==> config.mk <==
export PLATFORM = sky130hd
export DESIGN_NAME = iops_pin_select
export DESIGN_NICKNAME = d
export VERILOG_FILES = /design/src/core/iops_pin_select.v
export VERILOG_INCLUDE_DIRS = /design/src /design/src/core
export SDC_FILE = /design/constraint.sdc
export NUM_CORES = 1
export LEC_CHECK = 0
export BUFFER_PORTS_ARGS = -buffer_cell sky130_fd_sc_hd__buf_2
export CORE_MARGIN = 5
export CORE_UTILIZATION = 55
export DETAILED_ROUTE_END_ITERATION = 10
export GPL_ROUTABILITY_DRIVEN = 0
export GPL_TIMING_DRIVEN = 0
export PLACE_DENSITY = 0.78
export SLEW_MARGIN = 10
export SYNTH_ARGS = -nofsm -noshare
export SYNTH_HDL_FRONTEND = slang
export SYNTH_SLANG_ARGS = --single-unit
==> constraint.sdc <==
create_clock -name SYS_CLK -period 2.5 [get_ports SYS_CLK]
set_input_delay 0.5 -clock SYS_CLK [delete_from_list [all_inputs] [get_ports SYS_CLK]]
set_output_delay 0.5 -clock SYS_CLK [all_outputs]
set_load 0.005 [all_outputs]
==> src/core/iops_consts.vh <==
// constants for the io port pin select block: widths, reset values, codes
// assumes inclusion by the single design file only
`ifndef IOPS_CONSTS_VH
`define IOPS_CONSTS_VH
// ****************************************
// sizes
// ****************************************
`define IOPS_NPIN 26
`define IOPS_NCN 31
`define IOPS_NAN 13
`define IOPS_NIN 14
`define IOPS_SELW 5
// ****************************************
// reset values
// ****************************************
`define IOPS_ANCFG_RST 13'h0
`define IOPS_DIR_RST 26'h3ffffff
`define IOPS_LAT_RST 26'h0
`define IOPS_OD_RST 26'h0
`define IOPS_CNEN_RST 31'h0
`define IOPS_PU_RST 31'h0
`define IOPS_LVL_RST 26'h0
`define IOPS_CNLAST_RST 31'h0
`define IOPS_INSEL_RST 5'h1f
`define IOPS_OUTSEL_RST 5'h00
// ****************************************
// output codes
// ****************************************
`define IOPS_OC_NULL 5'h00
`define IOPS_OC_SER_TX 5'h03
`define IOPS_OC_SER_RTS 5'h04
`define IOPS_OC_SS_DO 5'h07
`define IOPS_OC_SS_CK 5'h08
`define IOPS_OC_SS_SEL 5'h09
`define IOPS_OC_CMP1 5'h12
`define IOPS_OC_CMP2 5'h13
// ****************************************
// input route indices
// ****************************************
`define IOPS_IN_EXT_IRQ_ONE 0
`define IOPS_IN_EXT_IRQ_TWO 1
`define IOPS_IN_TIMER_TWO_CLOCK_IN 2
`define IOPS_IN_TIMER_THREE_CLOCK_IN 3
`define IOPS_IN_CAP1 4
`define IOPS_IN_CAP2 5
`define IOPS_IN_CAP7 6
`define IOPS_IN_CAP8 7
`define IOPS_IN_CFLT 8
`define IOPS_IN_SRX 9
`define IOPS_IN_SCTS 10
`define IOPS_IN_SDI 11
`define IOPS_IN_SCK 12
`define IOPS_IN_SSEL 13
`endif

==> src/core/iops_pin_select.v <==
// io port pin logic: latch, direction, open drain, analog read masking,
// change notification, weak pull-ups and peripheral input/output remapping
// assumes cpu register writes arrive as one-cycle strobes with data,
// and the pad ring resolves pin levels from the output enables
// How it works
// open-drain bit set: pin only pulled low, never driven high
// analog config resets to zero, all shared pins start analog
// port reads return zero for pins configured analog
// software sets direction input on analog pins
// software waits one cycle between port write and read
// change detect raises request with no clock, asynchronously
// up to 31 change inputs, each selectable as request source
// per-input enable bits in two registers gate the change request
// per-input weak pull-up enable bits in two registers
// software disables pull-ups on digital outputs
// remapping covers 26 pins numbered from zero
// each remappable input has a 5-bit pin select field
// input and output routing are independent
// software sets remapped input pins to input direction
// each remappable pin has a 5-bit output select field
// output code zero leaves the pin on ordinary port logic
// serial transmit code 00011, request-to-send code 00100
// sync serial data 00111, clock 01000, select 01001
// compare channel one 10010, channel two 10011
// fourteen remappable peripheral inputs
// direction one is input, zero output; all pins reset to input
// latch reads latch, port reads pins, either write loads latch
// request when an enabled input differs from its last sample

`timescale 1ns/1ps
`default_nettype none
`include "iops_consts.vh"

module iops_pin_select (
  input wire SYS_CLK,
  input wire RST_N,
  input wire [25:0] LATCH_WDATA,
  input wire LATCH_WE,
  input wire [25:0] DIR_WDATA,
  input wire DIR_WE,
  input wire [25:0] ODSEL_WDATA,
  input wire ODSEL_WE,
  input wire [12:0] ANCFG_WDATA,
  input wire ANCFG_WE,
  input wire [30:0] CNEN_WDATA,
  input wire CNEN_WE,
  input wire [30:0] PU_WDATA,
  input wire PU_WE,
  input wire [4:0] OUTSEL_WDATA,
  input wire [4:0] OUTSEL_IDX,
  input wire OUTSEL_WE,
  input wire [4:0] INSEL_WDATA,
  input wire [3:0] INSEL_IDX,
  input wire INSEL_WE,
  input wire [25:0] PIN_IN,
  output wire [25:0] PIN_OUT,
  output wire [25:0] PIN_OE,
  input wire [30:0] CHANGE_WATCH_INPUT,
  output wire [30:0] WEAK_PULLUP_EN,
  output wire CHANGE_IRQ,
  output reg [25:0] OUTPUT_LATCH,
  output reg [25:0] PIN_DIRECTION,
  output reg [25:0] OPEN_DRAIN_SELECT,
  output reg [12:0] ANALOG_PIN_CONFIG,
  output reg [30:0] CHANGE_IRQ_ENABLE,
  output reg [25:0] PIN_LEVEL,
  input wire SERIAL_TX_OUT,
  input wire SERIAL_RTS_OUT,
  input wire SYNC_SERIAL_DATA_OUT,
  input wire SYNC_SERIAL_CLOCK_OUT,
  input wire SYNC_SERIAL_SELECT_OUT,
  input wire COMPARE_OUT_ONE,
  input wire COMPARE_OUT_TWO,
  output wire EXT_IRQ_ONE,
  output wire EXT_IRQ_TWO,
  output wire TIMER_TWO_CLOCK_IN,
  output wire TIMER_THREE_CLOCK_IN,
  output wire CAPTURE_IN_ONE,
  output wire CAPTURE_IN_TWO,
  output wire CAPTURE_IN_SEVEN,
  output wire CAPTURE_IN_EIGHT,
  output wire COMPARE_FAULT_IN,
  output wire SERIAL_RX_IN,
  output wire SERIAL_CTS_IN,
  output wire SYNC_SERIAL_DATA_IN,
  output wire SYNC_SERIAL_CLOCK_IN,
  output wire SYNC_SERIAL_SELECT_IN
);
  // ****************************************
  // configuration registers
  // ****************************************
  reg [30:0] pullup_ff;
  reg [30:0] cn_last_ff;
  reg [4:0] outsel_ff [0:`IOPS_NPIN-1];
  reg [4:0] insel_ff [0:`IOPS_NIN-1];
  integer i;

  // output latch: port writes and latch writes both land here
  always @(posedge SYS_CLK) begin
    if (!RST_N) begin
      OUTPUT_LATCH <= `IOPS_LAT_RST;
    end else if (LATCH_WE) begin
      OUTPUT_LATCH <= LATCH_WDATA;
    end
  end

  // direction: one means input, so reset leaves every pad undriven
  always @(posedge SYS_CLK) begin
    if (!RST_N) begin
      PIN_DIRECTION <= `IOPS_DIR_RST;
    end else if (DIR_WE) begin
      PIN_DIRECTION <= DIR_WDATA;
    end
  end

  always @(posedge SYS_CLK) begin
    if (!RST_N) begin
      OPEN_DRAIN_SELECT <= `IOPS_OD_RST;
    end else if (ODSEL_WE) begin
      OPEN_DRAIN_SELECT <= ODSEL_WDATA;
    end
  end

  // analog config: zero means analog, so the shared pins start analog
  always @(posedge SYS_CLK) begin
    if (!RST_N) begin
      ANALOG_PIN_CONFIG <= `IOPS_ANCFG_RST;
    end else if (ANCFG_WE) begin
      ANALOG_PIN_CONFIG <= ANCFG_WDATA;
    end
  end

  always @(posedge SYS_CLK) begin
    if (!RST_N) begin
      CHANGE_IRQ_ENABLE <= `IOPS_CNEN_RST;
    end else if (CNEN_WE) begin
      CHANGE_IRQ_ENABLE <= CNEN_WDATA;
    end
  end

  // pull-ups: dropping them on digital outputs is left to software
  always @(posedge SYS_CLK) begin
    if (!RST_N) begin
      pullup_ff <= `IOPS_PU_RST;
    end else if (PU_WE) begin
      pullup_ff <= PU_WDATA;
    end
  end

  // ****************************************
  // routing select registers
  // ****************************************
  // routing selects; index beyond the table is ignored
  always @(posedge SYS_CLK) begin
    if (!RST_N) begin
      for (i = 0; i < `IOPS_NPIN; i = i + 1) begin
        outsel_ff[i] <= `IOPS_OUTSEL_RST;
      end
      for (i = 0; i < `IOPS_NIN; i = i + 1) begin
        insel_ff[i] <= `IOPS_INSEL_RST;
      end
    end else begin
      if (OUTSEL_WE && OUTSEL_IDX < 5'h1a) begin
        outsel_ff[OUTSEL_IDX] <= OUTSEL_WDATA;
      end
      if (INSEL_WE && INSEL_IDX < 4'he) begin
        insel_ff[INSEL_IDX] <= INSEL_WDATA;
      end
    end
  end

  assign WEAK_PULLUP_EN = pullup_ff;

  // ****************************************
  // output mapping and pin drive
  // ****************************************
  // true for the seven codes that name a peripheral output;
  // used only for the pin mux select; periph_out decodes the same codes itself
  function oc_known;
    input [4:0] code;
    begin
      case (code)
        `IOPS_OC_SER_TX: oc_known = 1'b1;
        `IOPS_OC_SER_RTS: oc_known = 1'b1;
        `IOPS_OC_SS_DO: oc_known = 1'b1;
        `IOPS_OC_SS_CK: oc_known = 1'b1;
        `IOPS_OC_SS_SEL: oc_known = 1'b1;
        `IOPS_OC_CMP1: oc_known = 1'b1;
        `IOPS_OC_CMP2: oc_known = 1'b1;
        default: oc_known = 1'b0;
      endcase
    end
  endfunction

  function periph_out;
    input [4:0] code;
    input [6:0] outs;
    begin
      case (code)
        `IOPS_OC_SER_TX: periph_out = outs[0];
        `IOPS_OC_SER_RTS: periph_out = outs[1];
        `IOPS_OC_SS_DO: periph_out = outs[2];
        `IOPS_OC_SS_CK: periph_out = outs[3];
        `IOPS_OC_SS_SEL: periph_out = outs[4];
        `IOPS_OC_CMP1: periph_out = outs[5];
        `IOPS_OC_CMP2: periph_out = outs[6];
        default: periph_out = 1'b0;
      endcase
    end
  endfunction

  wire [6:0] p_outs = {COMPARE_OUT_TWO, COMPARE_OUT_ONE, SYNC_SERIAL_SELECT_OUT,
    SYNC_SERIAL_CLOCK_OUT, SYNC_SERIAL_DATA_OUT, SERIAL_RTS_OUT, SERIAL_TX_OUT};
  wire [25:0] drive_val;

  genvar g;
  generate
    for (g = 0; g < `IOPS_NPIN; g = g + 1) begin : g_pin
      // unknown codes are treated as null so the latch keeps the pin
      wire mapped = oc_known(outsel_ff[g]);
      assign drive_val[g] = mapped ? periph_out(outsel_ff[g], p_outs) :
        OUTPUT_LATCH[g];
      // open drain: only the low level is driven
      assign PIN_OUT[g] = OPEN_DRAIN_SELECT[g] ? 1'b0 : drive_val[g];
      assign PIN_OE[g] = !PIN_DIRECTION[g] &&
        (!OPEN_DRAIN_SELECT[g] || !drive_val[g]);
    end
  endgenerate

  // ****************************************
  // port read with analog masking
  // ****************************************
  // low pins share the analog inputs; analog ones read zero
  wire [25:0] digital_mask = {13'h1fff, ANALOG_PIN_CONFIG};

  always @(posedge SYS_CLK) begin
    if (!RST_N) begin
      PIN_LEVEL <= `IOPS_LVL_RST;
    end else begin
      PIN_LEVEL <= PIN_IN & digital_mask;
    end
  end

  // ****************************************
  // change notification
  // ****************************************
  // comparison is combinational so a change flags a request with no clock
  // limitation: a stopped clock freezes the last sample, so the request
  // holds until the clock returns and resamples
  always @(posedge SYS_CLK) begin
    if (!RST_N) begin
      cn_last_ff <= `IOPS_CNLAST_RST;
    end else begin
      cn_last_ff <= CHANGE_WATCH_INPUT;
    end
  end

  assign CHANGE_IRQ = |((CHANGE_WATCH_INPUT ^ cn_last_ff) & CHANGE_IRQ_ENABLE);

  // ****************************************
  // input mapping
  // ****************************************
  // pin number to level; numbers past the last pin are tied low,
  // which is where the all-ones reset select parks each input
  function route_pin;
    input [4:0] sel;
    input [25:0] pins;
    begin
      if (sel < `IOPS_NPIN) begin
        route_pin = pins[sel];
      end else begin
        route_pin = 1'b0;
      end
    end
  endfunction

  wire [13:0] routed;
  generate
    for (g = 0; g < `IOPS_NIN; g = g + 1) begin : g_in
      // codes above the last pin read as tied low
      assign routed[g] = route_pin(insel_ff[g], PIN_IN);
    end
  endgenerate

  // ****************************************
  // peripheral input hookup
  // ****************************************
  assign EXT_IRQ_ONE = routed[`IOPS_IN_EXT_IRQ_ONE];
  assign EXT_IRQ_TWO = routed[`IOPS_IN_EXT_IRQ_TWO];
  assign TIMER_TWO_CLOCK_IN = routed[`IOPS_IN_TIMER_TWO_CLOCK_IN];
  assign TIMER_THREE_CLOCK_IN = routed[`IOPS_IN_TIMER_THREE_CLOCK_IN];
  assign CAPTURE_IN_ONE = routed[`IOPS_IN_CAP1];
  assign CAPTURE_IN_TWO = routed[`IOPS_IN_CAP2];
  assign CAPTURE_IN_SEVEN = routed[`IOPS_IN_CAP7];
  assign CAPTURE_IN_EIGHT = routed[`IOPS_IN_CAP8];
  assign COMPARE_FAULT_IN = routed[`IOPS_IN_CFLT];
  assign SERIAL_RX_IN = routed[`IOPS_IN_SRX];
  assign SERIAL_CTS_IN = routed[`IOPS_IN_SCTS];
  assign SYNC_SERIAL_DATA_IN = routed[`IOPS_IN_SDI];
  assign SYNC_SERIAL_CLOCK_IN = routed[`IOPS_IN_SCK];
  assign SYNC_SERIAL_SELECT_IN = routed[`IOPS_IN_SSEL];

endmodule
`default_nettype wire

Word level (Yosys, flattened, before mapping) --
Memory sizes are Yosys's and may differ from the RTL's. Index checks and enable logic that the tools add are counted.
Storage, ports and cells: bits in registers 210, latch bits 0, RAM bits 200, memory bits (read-only) 0, bits of input ports 246, output and inout port bits 246, word-level logic and storage cells 545, memories 2
Operators by class: add/sub/neg operators 0, multipliers 0, div/mod/pow operators 0, magnitude comparators 30, equal/unequal tests 182, shift operators 0, mux-type cells 159, bitwise operators 3, reductions and logical operators 161
Memories:
- outsel_ff | depth 26, width 5, rd ports 26, clocked after Yosys merged registers in 0, write ports 26, RTL line iops_pin_select.v:94 | reg [4:0] outsel_ff [0:`IOPS_NPIN-1];
- insel_ff | depth 14, width 5, rd ports 14, clocked after Yosys merged registers in 0, write ports 14, RTL line iops_pin_select.v:95 | reg [4:0] insel_ff [0:`IOPS_NIN-1];
Operators with widths (count):
- $eq A5 B3 Y1 const B | 52
- $eq A5 B4 Y1 const B | 52
- $eq A5 B5 Y1 const B | 52
- $pmux W1 S7 | 26
- $reduce_or A7 Y1 | 26
- $eq A5 B2 Y1 const B | 26
- $mux W1 | 115
- $lt A5 B6 Y1 const B | 14
- $logic_not A1 Y1 | 78
- $lt A5 B5 Y1 const B | 15
- $bmux W1 S5 | 14
- $and A31 B31 Y31 | 1
- $reduce_or A31 Y1 | 1
- $xor A31 B31 Y31 | 1
- $logic_and A1 B1 Y1 | 28
- $and A26 B26 Y26 | 1
- $logic_or A1 B1 Y1 | 26
- $mux W5 | 3
- $reduce_or A5 Y1 | 2
- $lt A4 B4 Y1 const B | 1
- $mux W4 | 1

Longest topological paths before layout --
An unclocked memory read counts as a cell.
depth in word-level cells 8, gate-level depth with buffers 7, depth with buffers taken out 5

Worst setup path before layout --
OpenSTA, ideal clock, no wires.
path type input to output, start point input SERIAL_TX_OUT, end point output PIN_OE[2], arrival 1698 ps, required time 2000 ps, slack 302 ps, stages on the path 7, path buffers 2, cells stage by stage clkbuf_2 buf_4 mux2i_1 mux2_2 o311ai_0 mux2i_1 o21ba_2
Between the ends: cells in the longest elaborated chain, start to end 5
RTL lines:
- from (decl) | RTL line iops_pin_select.v:67 | input wire SERIAL_TX_OUT,
- $pmux W1 S7 | RTL line iops_pin_select.v:199 | case (code)
- $mux W1 | RTL line iops_pin_select.v:221 | assign drive_val[g] = mapped ? periph_out(outsel_ff[g], p_outs) :
- $logic_not A1 Y1 | RTL line iops_pin_select.v:226 | (!OPEN_DRAIN_SELECT[g] || !drive_val[g]);
- $logic_or A1 B1 Y1 | RTL line iops_pin_select.v:226
- $logic_and A1 B1 Y1 | RTL line iops_pin_select.v:225 | assign PIN_OE[g] = !PIN_DIRECTION[g] &&
- to (decl) | RTL line iops_pin_select.v:57 | output wire [25:0] PIN_OE,
No other way between the ends.

==> reports/results.txt <==
Register area share after synthesis -> 45.33%
Vias/cell -> 6.210
Top cell type by total area after synthesis -> edfxtp_1
Crit-path max FO -> 6
Least-Margin Pin Slew -> 1.085 ns
Worst path arrival time -> 2.48 ns
Top Ports -> 492
Num CTS Buffers -> 45
Final setup violation count -> 64
Global-route wire length before repair -> 112.5 mm
DP HPWL -> 52.39 mm
Fin. max-slew vios -> 0
Synth warn -> 0
CTS tree -> built
Post-synth EDFFs -> 200
Critical path's largest stage delay -> 0.49 ns
Main synth FF type -> dfxtp_1
Crit path launch type -> flop
Largest net degree at the start of global routing -> 14
Reg2Reg Setup Slack -> 1.62 ns
Peak supply drop -> 0.4640 mV
GRT overflow -> 0
Vias in the first global route -> 20133
Worst-path cell chain -> or3b_4 > a221oi_4 > o22ai_2 > o32ai_4 > o21ba_2 > buf_2
Final hold viol count -> 0
Pleak -> 12.44 nW
CTS Sinks -> 410
Worst-skew pair later-pin latency -> 0.58 ns
Syn Area/Cell -> 11.22 µm²
Synth Cell Area -> 22530 µm²
Initial antenna violation count -> 3
Initial DRC count -> 2234
DRT Pass-1 Iters -> 5
WP buf/inv -> 1
Die width -> 212.4 µm
Routed via count -> 20150
Pre-CTS setup slack -> -0.7552 ns
CTS HTree Levels -> 2
Post-synth cell types -> 74
Worst Setup End Kind -> output pin
Synth Net Count -> 2253
Initial Util -> 55.42%
Hold-fix buffers, CTS -> 0
Core Area -> 40650 µm²
I/O Buffers -> 478
DR WL/cell -> 24.12 µm
Switching Share -> 26.61%
Commonest non-fill, non-tap cell in the layout -> buf_2
Die height -> 212.4 µm
Design Power -> 17.65 mW
Net Switching -> 4.697 mW
Min setup slack post-route -> -0.4807 ns
Sequential share of power -> 44.3%
Top cell type's share of synthesized area -> 26.66%
Final Cycle Share -> 119.2%
Status -> complete, but fails checks
Clock tree buffer depth -> 3
Fin nets -> 2917
Failing checks -> negative setup slack
Die ar. -> 45100 µm²
Final antenna-violating net count -> 0
Num rows -> 74
CP top delay family -> compound AO/OA/AOI/OAI gates
PwrDens -> 601.4 nW/µm²
DRC Markers -> 0
Combinational Power Share -> 17.2%
Asr flop ratio synth -> 0%
Kind of critical path -> flop to output pin
Max_cap viols -> 0
CP max-delay cell -> edfxtp_1
Post-layout minimum cycle time -> 2.981 ns
Fmax -> 335.5 MHz
Internal Dissipation -> 12.95 mW
Global router's overall resource usage -> 32.17%
Commonest non-fill, non-tap cells in the layout -> 491 x buf_2, 209 x dfxtp_1, 209 x mux2i_1
Synth Instances -> 2007
Layout cells sized above 1 -> 38.37%
Worst Skew -> 0.02427 ns
Min-delay worst type -> primary input to flop
Max_slew headroom -> 27.68%
RSZ-0062 raised after global routing -> yes
CTS root buf -> clkbuf_16
Area growth, synth to finish -> 30.27%
Area contributors post-synth -> edfxtp_1 27%, dfxtp_1 19%, mux2i_1 9.5%
CP Data Required Time -> 2.00 ns
Share of power burned in the clock network -> 38.5%
Seq cells post-synth -> 410
Drt total wl -> 78.26 mm
Reg clk slew, reported paths -> 0.06 ns
[final cells by class]
cell class | count | area [µm²]
Buffer | 134 | 734.5
Clock inverter | 19 | 168.9
Antenna cell | 5 | 12.51
Clock buffer | 65 | 1338
Tap cell | 532 | 665.6
Sequential cell | 410 | 10210
Timing Repair Buffer | 619 | 3542
Fill cell | 2797 | 11300
Inverter | 43 | 161.4
Multi-Input combinational cell | 1418 | 12510
[per-stage QoR]
step	TNS [ns]	area (µm²)	cells	utilization, %	hold WS (ns)
after global placement	-115.31	25580	3017	62.94	0.4642
final	-14.86	29340	3245	72.19	0.1391
after floorplan	0	22530	2007	-	0.4798
after global routing	-18.63	29330	3241	72.17	0.1437
after detailed placement	-126.62	25580	3017	62.94	0.4857
after CTS	-13.81	28520	3210	70.18	0.1106
[power groups by stage]
stage | registers [mW] | logic [mW] | clock network, mW
after floorplan | 7.84 | 1.46 | 0
after global routing | 7.85 | 3.21 | 7.09
final | 7.82 | 3.04 | 6.79
after global placement | 7.89 | 2.42 | 0
after CTS | 7.77 | 2.80 | 6.82
after detailed placement | 7.92 | 2.49 | 0
[state kept, by name (all words and copies together), names as in the netlist]
register           flops
PIN_LEVEL             26
cn_last_ff            31
OPEN_DRAIN_SELECT     26
WEAK_PULLUP_EN        31
PIN_DIRECTION         26
OUTPUT_LATCH          26
CHANGE_IRQ_ENABLE     31
ANALOG_PIN_CONFIG     13
outsel_ff            130
insel_ff              70
[layer usage]
layer  track usage, %  wire length, µm  vias up
met4            17.59             4240        2
met1            38.18            27580     9752
met3            8.071             8413      314
met2            53.79            38020     1294
met5           0.4310               11        -
li1                 -                -     8788
[final timing paths]
path                                    endpoint  cells after the start                               from
setup / recovery                       PIN_OE[9]                      6      outsel_ff[9][1]$_SDFFCE_PN0P_
hold / removal    PIN_DIRECTION[10]$_SDFFE_PN1P_                      3                      DIR_WDATA[10]
setup reg to reg   OUTPUT_LATCH[21]$_SDFFE_PN0P_                      2      OUTPUT_LATCH[21]$_SDFFE_PN0P_
hold reg to reg          PIN_LEVEL[2]$_SDFF_PN0_                      1  ANALOG_PIN_CONFIG[2]$_SDFFE_PN0P_
[cell families (layout without fill, tap and decap cells)]
| logic type | Yosys count | count (layout) | synth area share, % |
|---|---|---|---|
| simple gates | 776 | 776 | 21.04 |
| other cells | 0 | 5 | 0 |
| flops | 410 | 410 | 45.33 |
| xor+xnor | 32 | 32 | 1.244 |
| mux | 331 | 331 | 20.20 |
| compound gates | 279 | 279 | 8.849 |
| buf+inv | 179 | 880 | 3.344 |
[Yosys cell counts (22+ instances only)]
library cell / number
nor2_1: 65
mux4_2: 57
inv_1: 43
a21oi_1: 50
xor2_1: 31
a22oi_1: 24
mux2i_1: 213
or3_1: 22
mux2_2: 31
nand2b_1: 67
nor2b_1: 148
o21ai_0: 45
clkbuf_1: 93
edfxtp_1: 200
mux4_1: 28
nand3b_1: 27
or2_2: 33
nand2_1: 72
and2_1: 182
buf_2: 30
dfxtp_1: 210
[what timing repair did]
| item | in CTS | in global routing |
|---|---|---|
| resized for setup | 178 | 130 |
| endpoints found under the setup margin | 142 | 72 |
| pin swaps | 91 | 63 |
| buffers inserted | 111 | 31 |
[worst reg2reg max path, delay by kind of cell (launching register included)]
kind             cells  cell delay [ns]
multiplexers         1             0.18
flip-flops           1             0.49
AND/OR/NAND/NOR      1             0.15
No activity file was read; power rests on OpenSTA's default activity.
